$ cat config.mk
export PLATFORM = sky130hd
export DESIGN_NAME = nva_device_flat
export DESIGN_NICKNAME = d
export VERILOG_FILES = /design/src/include/nva_pkg.sv /design/src/include/nva_if.sv /design/src/rtl/nva_device.sv /design/src/flat_wrapper.sv
export SDC_FILE = /design/constraint.sdc
export NUM_CORES = 1
export LEC_CHECK = 0
export ABC_AREA = 1
export ABC_CLOCK_PERIOD_IN_PS = 3000
export BUFFER_PORTS_ARGS = -buffer_cell sky130_fd_sc_hd__buf_2
export CAP_MARGIN = 20
export CORE_MARGIN = 1.5
export CORE_UTILIZATION = 40
export CTS_CLUSTER_DIAMETER = 200
export CTS_CLUSTER_SIZE = 16
export DETAILED_ROUTE_END_ITERATION = 7
export SLEW_MARGIN = 20
export SYNTH_ARGS = -nofsm -noshare
export SYNTH_HDL_FRONTEND = slang
export SYNTH_SLANG_ARGS = --single-unit
$ cat constraint.sdc
create_clock -name core_clk -period 3 [get_ports core_clk]
set_clock_uncertainty 0.15 [all_clocks]
set_input_delay 0.6 -clock core_clk [delete_from_list [all_inputs] [get_ports core_clk]]
set_output_delay 0.6 -clock core_clk [all_outputs]
set_load 0.02 [all_outputs]
$ cat src/include/nva_pkg.sv
// package: constants and types for the nonvolatile data access block
package nva_pkg;
  // data memory sections and the control register location
  localparam logic [7:0] NVA_CTRL_LOW       = 8'h40;
  localparam logic [7:0] NVA_CTRL_HIGH      = 8'h01;
  localparam logic [7:0] NVA_PTR_RESET      = 8'h00;
  // control register bit positions
  localparam int         NVA_BIT_RD_START   = 0;
  localparam int         NVA_BIT_RD_PERMIT  = 1;
  localparam int         NVA_BIT_WR_START   = 2;
  localparam int         NVA_BIT_WR_PERMIT  = 3;
  localparam logic [3:0] NVA_CTRL_RESET     = 4'h0;
  // array size
  localparam int         NVA_ADDR_W         = 7;
  localparam int         NVA_DEPTH          = 128;
  // timing
  localparam int         NVA_CLK_MHZ        = 25;
  localparam int         NVA_WRITE_TIME_US  = 2;
  localparam int         NVA_WRITE_CYCLES   = NVA_WRITE_TIME_US * NVA_CLK_MHZ;
  localparam int         NVA_READ_CYCLES    = 2;

  // special function register bus operations
  typedef enum logic [2:0] {
    NVA_OP_NONE  = 3'b000,
    NVA_OP_WRITE = 3'b001,
    NVA_OP_READ  = 3'b010
  } nva_op_t;

  // register selectors on the core bus
  typedef enum logic [2:0] {
    NVA_SEL_ADDR  = 3'b000,
    NVA_SEL_DATA  = 3'b001,
    NVA_SEL_PTR1L = 3'b010,
    NVA_SEL_PTR1H = 3'b011,
    NVA_SEL_IND1  = 3'b100,
    NVA_SEL_IRQ   = 3'b101,
    NVA_SEL_PTR2L = 3'b110,
    NVA_SEL_PTR2H = 3'b111
  } nva_sel_t;

  // interrupt control register bit positions
  localparam int         NVA_IRQ_BIT_EN     = 0;
  localparam int         NVA_IRQ_BIT_MF_EN  = 1;
  localparam int         NVA_IRQ_BIT_GLOBAL = 2;
  localparam int         NVA_IRQ_BIT_FLAG   = 3;
  localparam int         NVA_IRQ_BIT_MF_FLG = 4;
endpackage

$ cat src/include/nva_if.sv
// interface: special function register bus between core and memory control
`timescale 1ns/1ps
interface nva_if;
  import nva_pkg::*;
  nva_op_t    op;
  nva_sel_t   sel;
  logic [7:0] wdata;
  logic [7:0] rdata;
  logic       rvalid;
  logic       irq;
  logic       irq_ack;

  modport device (
    input  op,
    input  sel,
    input  wdata,
    input  irq_ack,
    output rdata,
    output rvalid,
    output irq
  );
  modport core (
    output op,
    output sel,
    output wdata,
    output irq_ack,
    input  rdata,
    input  rvalid,
    input  irq
  );
endinterface

$ cat src/rtl/nva_device.sv
// device end: pointer bank, control register, array, write timer, interrupt
//
// Contract
// - power-on clears the write permit bit
// - power-on zeroes both pointer pairs
// - write completion raises interrupt request
// - interrupt needs own, group and global enables
// - write end sets both request flags
// - service clears only the group flag
// - software clears the nonvolatile flag itself
// - write start follows write permit immediately
// - global enable off around write start
// - keep write permit cleared when idle
// - keep pointer high bytes at zero
// - read sequence through indirect port one
// - write sequence through indirect port one
// - optional read back after write
// - read start needs permit; auto clears
// - write start needs write permit
// - write start clears at timer end
// - data register holds until next operation
`timescale 1ns/1ps
module nva_device #(
  parameter int WRITE_CYCLES = nva_pkg::NVA_WRITE_CYCLES
) (
  input  wire logic core_clk,
  input  wire logic rstn,
  nva_if.device     bus
);
  import nva_pkg::*;

  // ---------------------------------------------------------------
  // state
  // ---------------------------------------------------------------
  logic [7:0]            array_mem [NVA_DEPTH];
  logic [NVA_ADDR_W-1:0] nv_address_reg_ff, nxt_nv_address_reg;
  logic [7:0]            nv_data_reg_ff, nxt_nv_data_reg;
  logic [7:0]            pointer_one_low_ff, nxt_pointer_one_low;
  logic [7:0]            pointer_one_high_ff, nxt_pointer_one_high;
  logic [7:0]            pointer_two_low_ff, nxt_pointer_two_low;
  logic [7:0]            pointer_two_high_ff, nxt_pointer_two_high;
  logic                  write_permit_ff, nxt_write_permit;
  logic                  read_permit_ff, nxt_read_permit;
  logic                  wr_start_ff, nxt_wr_start;
  logic                  rd_start_ff, nxt_rd_start;
  logic                  nv_irq_enable_ff, nxt_nv_irq_enable;
  logic                  mf_irq_enable_ff, nxt_mf_irq_enable;
  logic                  global_irq_enable_ff, nxt_global_irq_enable;
  logic                  nv_irq_flag_ff, nxt_nv_irq_flag;
  logic                  mf_irq_flag_ff, nxt_mf_irq_flag;
  logic [7:0]            rdata_ff, nxt_rdata;
  logic                  rvalid_ff, nxt_rvalid;
  logic                  irq_ff, nxt_irq;
  logic [1:0]            rd_cnt_ff, nxt_rd_cnt;
  // write timer and its completion crossing
  logic [15:0]           tmr_cnt_ff, nxt_tmr_cnt;
  logic                  tmr_busy_ff, nxt_tmr_busy;
  logic                  tmr_done_tgl_ff, nxt_tmr_done_tgl;
  logic                  done_sync1_ff, done_sync2_ff, done_seen_ff;
  logic                  wr_done;
  logic                  ctrl_sel;
  logic                  mem_we;
  logic [3:0]            ctrl_view;

  // ---------------------------------------------------------------
  // control register decode
  // ---------------------------------------------------------------
  function automatic logic ptr_is_ctrl(input logic [7:0] lo, input logic [7:0] hi);
    ptr_is_ctrl = (lo == NVA_CTRL_LOW) && (hi == NVA_CTRL_HIGH);
  endfunction

  assign ctrl_sel  = ptr_is_ctrl(pointer_one_low_ff, pointer_one_high_ff);
  assign wr_done   = done_sync2_ff ^ done_seen_ff;
  assign ctrl_view = {write_permit_ff, wr_start_ff, read_permit_ff, rd_start_ff};

  // ---------------------------------------------------------------
  // register next state
  // ---------------------------------------------------------------
  always_comb begin
    nxt_nv_address_reg    = nv_address_reg_ff;
    nxt_nv_data_reg       = nv_data_reg_ff;
    nxt_pointer_one_low   = pointer_one_low_ff;
    nxt_pointer_one_high  = pointer_one_high_ff;
    nxt_pointer_two_low   = pointer_two_low_ff;
    nxt_pointer_two_high  = pointer_two_high_ff;
    nxt_write_permit      = write_permit_ff;
    nxt_read_permit       = read_permit_ff;
    nxt_wr_start          = wr_start_ff;
    nxt_rd_start          = rd_start_ff;
    nxt_nv_irq_enable     = nv_irq_enable_ff;
    nxt_mf_irq_enable     = mf_irq_enable_ff;
    nxt_global_irq_enable = global_irq_enable_ff;
    nxt_nv_irq_flag       = nv_irq_flag_ff;
    nxt_mf_irq_flag       = mf_irq_flag_ff;
    nxt_rdata             = rdata_ff;
    nxt_rvalid            = 1'b0;
    nxt_rd_cnt            = rd_cnt_ff;
    mem_we                = 1'b0;

    if (bus.op == NVA_OP_WRITE) begin
      case (bus.sel)
        NVA_SEL_ADDR:  nxt_nv_address_reg   = bus.wdata[NVA_ADDR_W-1:0];
        NVA_SEL_DATA:  nxt_nv_data_reg      = bus.wdata;
        NVA_SEL_PTR1L: nxt_pointer_one_low  = bus.wdata;
        NVA_SEL_PTR1H: nxt_pointer_one_high = bus.wdata;
        NVA_SEL_PTR2L: nxt_pointer_two_low  = bus.wdata;
        NVA_SEL_PTR2H: nxt_pointer_two_high = bus.wdata;
        NVA_SEL_IND1: begin
          if (ctrl_sel) begin
            nxt_write_permit = bus.wdata[NVA_BIT_WR_PERMIT];
            nxt_read_permit  = bus.wdata[NVA_BIT_RD_PERMIT];
            // starts are never cleared by software; the same write cannot
            // set both, and one may not start while the other runs
            if (bus.wdata[NVA_BIT_WR_START] && write_permit_ff && !bus.wdata[NVA_BIT_RD_START]
                && !rd_start_ff && !wr_start_ff) begin
              nxt_wr_start = 1'b1;
              mem_we       = 1'b1;
            end
            if (bus.wdata[NVA_BIT_RD_START] && read_permit_ff && !bus.wdata[NVA_BIT_WR_START]
                && !rd_start_ff && !wr_start_ff) begin
              nxt_rd_start = 1'b1;
              nxt_rd_cnt   = 2'(NVA_READ_CYCLES - 1);
            end
          end
        end
        NVA_SEL_IRQ: begin
          nxt_nv_irq_enable     = bus.wdata[NVA_IRQ_BIT_EN];
          nxt_mf_irq_enable     = bus.wdata[NVA_IRQ_BIT_MF_EN];
          nxt_global_irq_enable = bus.wdata[NVA_IRQ_BIT_GLOBAL];
          nxt_nv_irq_flag       = bus.wdata[NVA_IRQ_BIT_FLAG];
          nxt_mf_irq_flag       = bus.wdata[NVA_IRQ_BIT_MF_FLG];
        end
        default: ;
      endcase
    end else if (bus.op == NVA_OP_READ) begin
      nxt_rvalid = 1'b1;
      case (bus.sel)
        NVA_SEL_ADDR:  nxt_rdata = {1'b0, nv_address_reg_ff};
        NVA_SEL_DATA:  nxt_rdata = nv_data_reg_ff;
        NVA_SEL_PTR1L: nxt_rdata = pointer_one_low_ff;
        NVA_SEL_PTR1H: nxt_rdata = pointer_one_high_ff;
        NVA_SEL_PTR2L: nxt_rdata = pointer_two_low_ff;
        NVA_SEL_PTR2H: nxt_rdata = pointer_two_high_ff;
        NVA_SEL_IND1:  nxt_rdata = ctrl_sel ? {4'h0, ctrl_view} : 8'h00;
        NVA_SEL_IRQ:   nxt_rdata = {3'h0, mf_irq_flag_ff, nv_irq_flag_ff,
                                    global_irq_enable_ff, mf_irq_enable_ff, nv_irq_enable_ff};
        default:       nxt_rdata = 8'h00;
      endcase
    end

    // read cycle: data and start bit change together
    if (rd_start_ff) begin
      if (rd_cnt_ff == 2'h0) begin
        nxt_rd_start    = 1'b0;
        nxt_nv_data_reg = array_mem[nv_address_reg_ff];
      end else begin
        nxt_rd_cnt = rd_cnt_ff - 2'h1;
      end
    end

    // write completion: set wins over a software clear
    if (wr_done) begin
      nxt_wr_start    = 1'b0;
      nxt_nv_irq_flag = 1'b1;
      nxt_mf_irq_flag = 1'b1;
    end else if (bus.irq_ack && irq_ff) begin
      nxt_mf_irq_flag = 1'b0;
    end

    nxt_irq = nxt_nv_irq_flag && nxt_mf_irq_flag && nxt_nv_irq_enable
              && nxt_mf_irq_enable && nxt_global_irq_enable;
  end

  always_ff @(posedge core_clk or negedge rstn) begin
    if (!rstn) begin
      nv_address_reg_ff    <= '0;
      nv_data_reg_ff       <= 8'h00;
      pointer_one_low_ff   <= NVA_PTR_RESET;
      pointer_one_high_ff  <= NVA_PTR_RESET;
      pointer_two_low_ff   <= NVA_PTR_RESET;
      pointer_two_high_ff  <= NVA_PTR_RESET;
      write_permit_ff      <= NVA_CTRL_RESET[NVA_BIT_WR_PERMIT];
      read_permit_ff       <= NVA_CTRL_RESET[NVA_BIT_RD_PERMIT];
      wr_start_ff          <= NVA_CTRL_RESET[NVA_BIT_WR_START];
      rd_start_ff          <= NVA_CTRL_RESET[NVA_BIT_RD_START];
      nv_irq_enable_ff     <= 1'b0;
      mf_irq_enable_ff     <= 1'b0;
      global_irq_enable_ff <= 1'b0;
      nv_irq_flag_ff       <= 1'b0;
      mf_irq_flag_ff       <= 1'b0;
      rdata_ff             <= 8'h00;
      rvalid_ff            <= 1'b0;
      irq_ff               <= 1'b0;
      rd_cnt_ff            <= 2'h0;
    end else begin
      nv_address_reg_ff    <= nxt_nv_address_reg;
      nv_data_reg_ff       <= nxt_nv_data_reg;
      pointer_one_low_ff   <= nxt_pointer_one_low;
      pointer_one_high_ff  <= nxt_pointer_one_high;
      pointer_two_low_ff   <= nxt_pointer_two_low;
      pointer_two_high_ff  <= nxt_pointer_two_high;
      write_permit_ff      <= nxt_write_permit;
      read_permit_ff       <= nxt_read_permit;
      wr_start_ff          <= nxt_wr_start;
      rd_start_ff          <= nxt_rd_start;
      nv_irq_enable_ff     <= nxt_nv_irq_enable;
      mf_irq_enable_ff     <= nxt_mf_irq_enable;
      global_irq_enable_ff <= nxt_global_irq_enable;
      nv_irq_flag_ff       <= nxt_nv_irq_flag;
      mf_irq_flag_ff       <= nxt_mf_irq_flag;
      rdata_ff             <= nxt_rdata;
      rvalid_ff            <= nxt_rvalid;
      irq_ff               <= nxt_irq;
      rd_cnt_ff            <= nxt_rd_cnt;
    end
  end

  // array has no reset: contents are nonvolatile
  always_ff @(posedge core_clk) begin
    if (mem_we) begin
      array_mem[nv_address_reg_ff] <= nv_data_reg_ff;
    end
  end

  // ---------------------------------------------------------------
  // write timer, completion toggled and synchronised back
  // ---------------------------------------------------------------
  always_comb begin
    nxt_tmr_cnt      = tmr_cnt_ff;
    nxt_tmr_busy     = tmr_busy_ff;
    nxt_tmr_done_tgl = tmr_done_tgl_ff;
    if (mem_we) begin
      nxt_tmr_busy = 1'b1;
      nxt_tmr_cnt  = 16'(WRITE_CYCLES - 1);
    end else if (tmr_busy_ff) begin
      if (tmr_cnt_ff == 16'h0000) begin
        nxt_tmr_busy     = 1'b0;
        nxt_tmr_done_tgl = ~tmr_done_tgl_ff;
      end else begin
        nxt_tmr_cnt = tmr_cnt_ff - 16'h0001;
      end
    end
  end

  always_ff @(posedge core_clk or negedge rstn) begin
    if (!rstn) begin
      tmr_cnt_ff      <= 16'h0000;
      tmr_busy_ff     <= 1'b0;
      tmr_done_tgl_ff <= 1'b0;
      done_sync1_ff   <= 1'b0;
      done_sync2_ff   <= 1'b0;
      done_seen_ff    <= 1'b0;
    end else begin
      tmr_cnt_ff      <= nxt_tmr_cnt;
      tmr_busy_ff     <= nxt_tmr_busy;
      tmr_done_tgl_ff <= nxt_tmr_done_tgl;
      done_sync1_ff   <= tmr_done_tgl_ff;
      done_sync2_ff   <= done_sync1_ff;
      done_seen_ff    <= done_sync2_ff;
    end
  end

  assign bus.rdata  = rdata_ff;
  assign bus.rvalid = rvalid_ff;
  assign bus.irq    = irq_ff;
endmodule

$ cat src/flat_wrapper.sv
// flat-port wrapper written by rule: the top's interface ports become plain ports
module nva_device_flat import nva_pkg::*;
#(
  parameter int WRITE_CYCLES = nva_pkg::NVA_WRITE_CYCLES
)
  (core_clk, rstn, bus_op, bus_sel, bus_wdata, bus_irq_ack, bus_rdata, bus_rvalid, bus_irq);
  nva_if bus_i ();
  input  wire logic core_clk;
  input  wire logic rstn;
  input wire logic [$bits(bus_i.op)-1:0] bus_op;
  input wire logic [$bits(bus_i.sel)-1:0] bus_sel;
  input wire logic [$bits(bus_i.wdata)-1:0] bus_wdata;
  input wire logic [$bits(bus_i.irq_ack)-1:0] bus_irq_ack;
  output wire logic [$bits(bus_i.rdata)-1:0] bus_rdata;
  output wire logic [$bits(bus_i.rvalid)-1:0] bus_rvalid;
  output wire logic [$bits(bus_i.irq)-1:0] bus_irq;
  assign bus_i.op = bus_op;
  assign bus_i.sel = bus_sel;
  assign bus_i.wdata = bus_wdata;
  assign bus_i.irq_ack = bus_irq_ack;
  assign bus_rdata = bus_i.rdata;
  assign bus_rvalid = bus_i.rvalid;
  assign bus_irq = bus_i.irq;
  nva_device #(.WRITE_CYCLES(WRITE_CYCLES)) u_core (.core_clk(core_clk), .rstn(rstn), .bus(bus_i));
endmodule
==> flow_metrics.tcl <==
set metrics [dict create \
    status "finished clean" \
    worstPathRequired_ns 3.40 \
    layout-drive-gt1-share 0.0889 \
    rrSetupSlack_ns 0.14 \
    cts_tree "yes" \
    routed-via-count 33000 \
    synthTopCellsByCount "nand2_1, edfxtp_1, inv_1, nor2_1, nand3_1" \
    cts_buffer_depth 3 \
    die_area_um2 124000 \
    dpl.hpwl_mm 78.3 \
    fill_cells 11200 \
    synth_seq_cells 1113 \
    cp-start-kind "register" \
    area_delta_synth_final_pct 12.0 \
    grt_usage 0.204 \
    r2r-end "u_core.nv_data_reg_ff[6]" \
    power_density_nw_per_um2 646 \
    ys_types 47 \
    ir_drop_mv 0.377 \
    ys_seq_area_frac 0.677 \
    wl_per_cell_um 19.0 \
    min_path_cells 3 \
    regArea_um2 33000 \
    synth_top_cells_by_area "edfxtp_1, nand2_1, dfrtp_1" \
    cts_buffers 79 \
    grt.overflow.total 0 \
    final_nets 5110 \
    netlist_instances 4915 \
    root_buffer "clkbuf_16" \
    first_global_vias 32100 \
    worstReg2RegStart "u_core.nv_address_reg_ff[0]" \
    multi_input_area_um2 12600 \
    ys.flop_type "edfxtp_1" \
    synth_most_common_cell "nand2_1" \
    slew_violations 0 \
    crit_type "reg2reg" \
    fmax_mhz 350 \
    p_leak_nw 23.3 \
    io_pins 27 \
    cts_sinks 1113 \
    viasPerCell 4.91 \
    synth_area_per_cell_um2 9.91 \
    tightest_slew_ns 0.807 \
    drtIter0Drc 3146 \
    synth_top_cell_by_area "edfxtp_1" \
    final-hold-violation-count 0 \
    reg2regPathDepth 13 \
    holdPathEnd "u_core.pointer_two_low_ff[7]" \
    wl_mm 128 \
    antennaDiodeCount 0 \
    num_rows 127 \
    fp.dieH_um 352 \
    setup_viol 0 \
    syn-cell-area_um2 48700 \
    portBuffers 26 \
    cp_max_fo 53 \
    core_area_um2 120000 \
    synth_nets 4934 \
    cp_data_arrival_time_ns 3.26 \
    synth-edff-count 1024 \
    floorplan.initialDensity 0.405 \
    htree_levels 3 \
    die_w_um 352 \
    fin_crit_sh 0.952 \
    drv_cap 0 \
    async_flop_share 0.0800 \
    antenna_found_initial 0 \
    min_period_ns 2.86 \
    ant_nets 0 \
    yosys_warnings 0 \
    path_clk_slew_ns 0.08 \
    pre_cts_slack_ns 0.0351 \
    relSlewSlack 0.462 \
    setup_tns_ns 0 \
    crit_path_end_kind "register" \
    synth.top_cell.area_share 0.631 \
    clk_latency_ns 0.66 \
    grt_max_degree 107 \
    drc 0 \
    drt_pre_antenna_iters 5 \
    setup_ws_ns 0.144 \
    hold_class "in2reg" \
    min_from "bus_wdata[7]" \
    rsz0062_at_grt "false" \
    grt_pass1_wl_mm 194 \
    gp_congestion 0.869 \
]
## per-layer routing
metal | wire length [µm] | vias up | GRT usage
met5 | 0 | - | 0
met4 | 3080 | 0 | 0.0560
met3 | 8190 | 169 | 0.0231
met2 | 59300 | 1037 | 0.333
met1 | 57200 | 15800 | 0.288
li1 | - | 16000 | -
## worst max-delay path by stage
stage	start	to	cells past startpoint
4_1_cts	u_core.nv_address_reg_ff[0]	u_core.nv_data_reg_ff[6]	14
3_5_place_dp	bus_sel[1]	u_core.array_mem[105][3]	12
5_1_grt	u_core.nv_address_reg_ff[0]	u_core.nv_data_reg_ff[4]	14
6_report	u_core.nv_address_reg_ff[0]	u_core.nv_data_reg_ff[6]	13
3_3_place_gp	bus_sel[1]	u_core.array_mem[73][5]	12
2_1_floorplan	u_core.nv_data_reg_ff[3]	u_core.bus.rdata[3]	4
## worst max-delay path, cell delays in order (launching register included)
cell and delay, ns:
dfrtp_4 0.58, clkinv_16 0.23, buf_12 0.30, buf_4 0.18, o21ai_0 0.27, nand2_1 0.08, nor2_1 0.11, nor2_1 0.08
nor2_1 0.30, nand2_1 0.10, nand2_1 0.06, nand3_1 0.08, nor2_1 0.11, nor2_1 0.05
## layout by cell type, fill, tap and decap left out, drive strengths merged, types with 6 or more instances in the layout
master | netlist | layout
inv | 513 | 516
a211oi | 8 | 8
nand3 | 267 | 267
edfxtp | 1024 | 1024
dfrtp | 89 | 89
xor2 | 11 | 11
nand4 | 7 | 7
clkbuf | 38 | 105
buf | 180 | 310
nand2 | 2158 | 2158
nor4 | 6 | 6
nor3 | 14 | 14
or2 | 40 | 40
o22ai | 7 | 7
o21ai | 92 | 92
a21oi | 18 | 18
o211ai | 11 | 11
nor2 | 411 | 411
## layout make-up
cell class	instances	area share
Multi-Input combinational cell	3068	0.231
Tap cell	1612	0.0370
Timing Repair Buffer	312	0.0508
Clock inverter	4	0.000780
Timing Repair inverter	1	0.000206
Sequential cell	1113	0.605
Clock buffer	104	0.0391
Inverter	516	0.0361
## power breakdown
group	switching (mW)	internal [mW]	total [mW]	leakage (nW)
combinational	5.03	1.85	6.88	11.8
clock	5.12	4.97	10.1	1.06
sequential	0.445	17.8	18.3	10.4
total	10.6	24.6	35.2	23.3
## per-stage QoR
step	cell area, µm²	std cells	utilization	hold WS, ns	power (mW)
floorplan	48700	4915	-	0.154	22.5
global placement	52300	6618	0.435	0.184	25.4
detailed placement	52300	6618	0.435	0.190	25.4
CTS	54500	6727	0.453	0.00488	35.3
global route	54500	6730	0.453	0.0656	36.6
finish	54500	6730	0.453	0.0344	35.2
## sequential cells by signal (all words and copies together), names as in the netlist, 2 cells and up
name                        flops
u_core.pointer_two_high_ff      8
u_core.pointer_two_low_ff       8
u_core.array_mem             1024
u_core.tmr_cnt_ff              16
u_core.pointer_one_high_ff      8
u_core.nv_data_reg_ff           8
u_core.bus.rdata                8
u_core.nv_address_reg_ff        7
u_core.rd_cnt_ff                2
u_core.pointer_one_low_ff       8
## logic make-up after synthesis
logic type / Yosys count / synth area share
buffers and inverters: 734 / 0.0650
AND/OR/NAND/NOR: 2907 / 0.238
adder cells (fa/ha/maj): 2 / 0.000514
AO/OA/AOI/OAI: 147 / 0.0170
XOR/XNOR: 12 / 0.00216
flip-flops: 1113 / 0.677
## timing repair
item / 4_1_cts / 5_1_grt
hold endpoints to repair: 42 / 0
setup endpoints to repair: 0 / 3
hold buffers: 1 / 0
resized for setup: 0 / 2
setup buffers: 0 / 1
(Power assumes the default switching activity.)
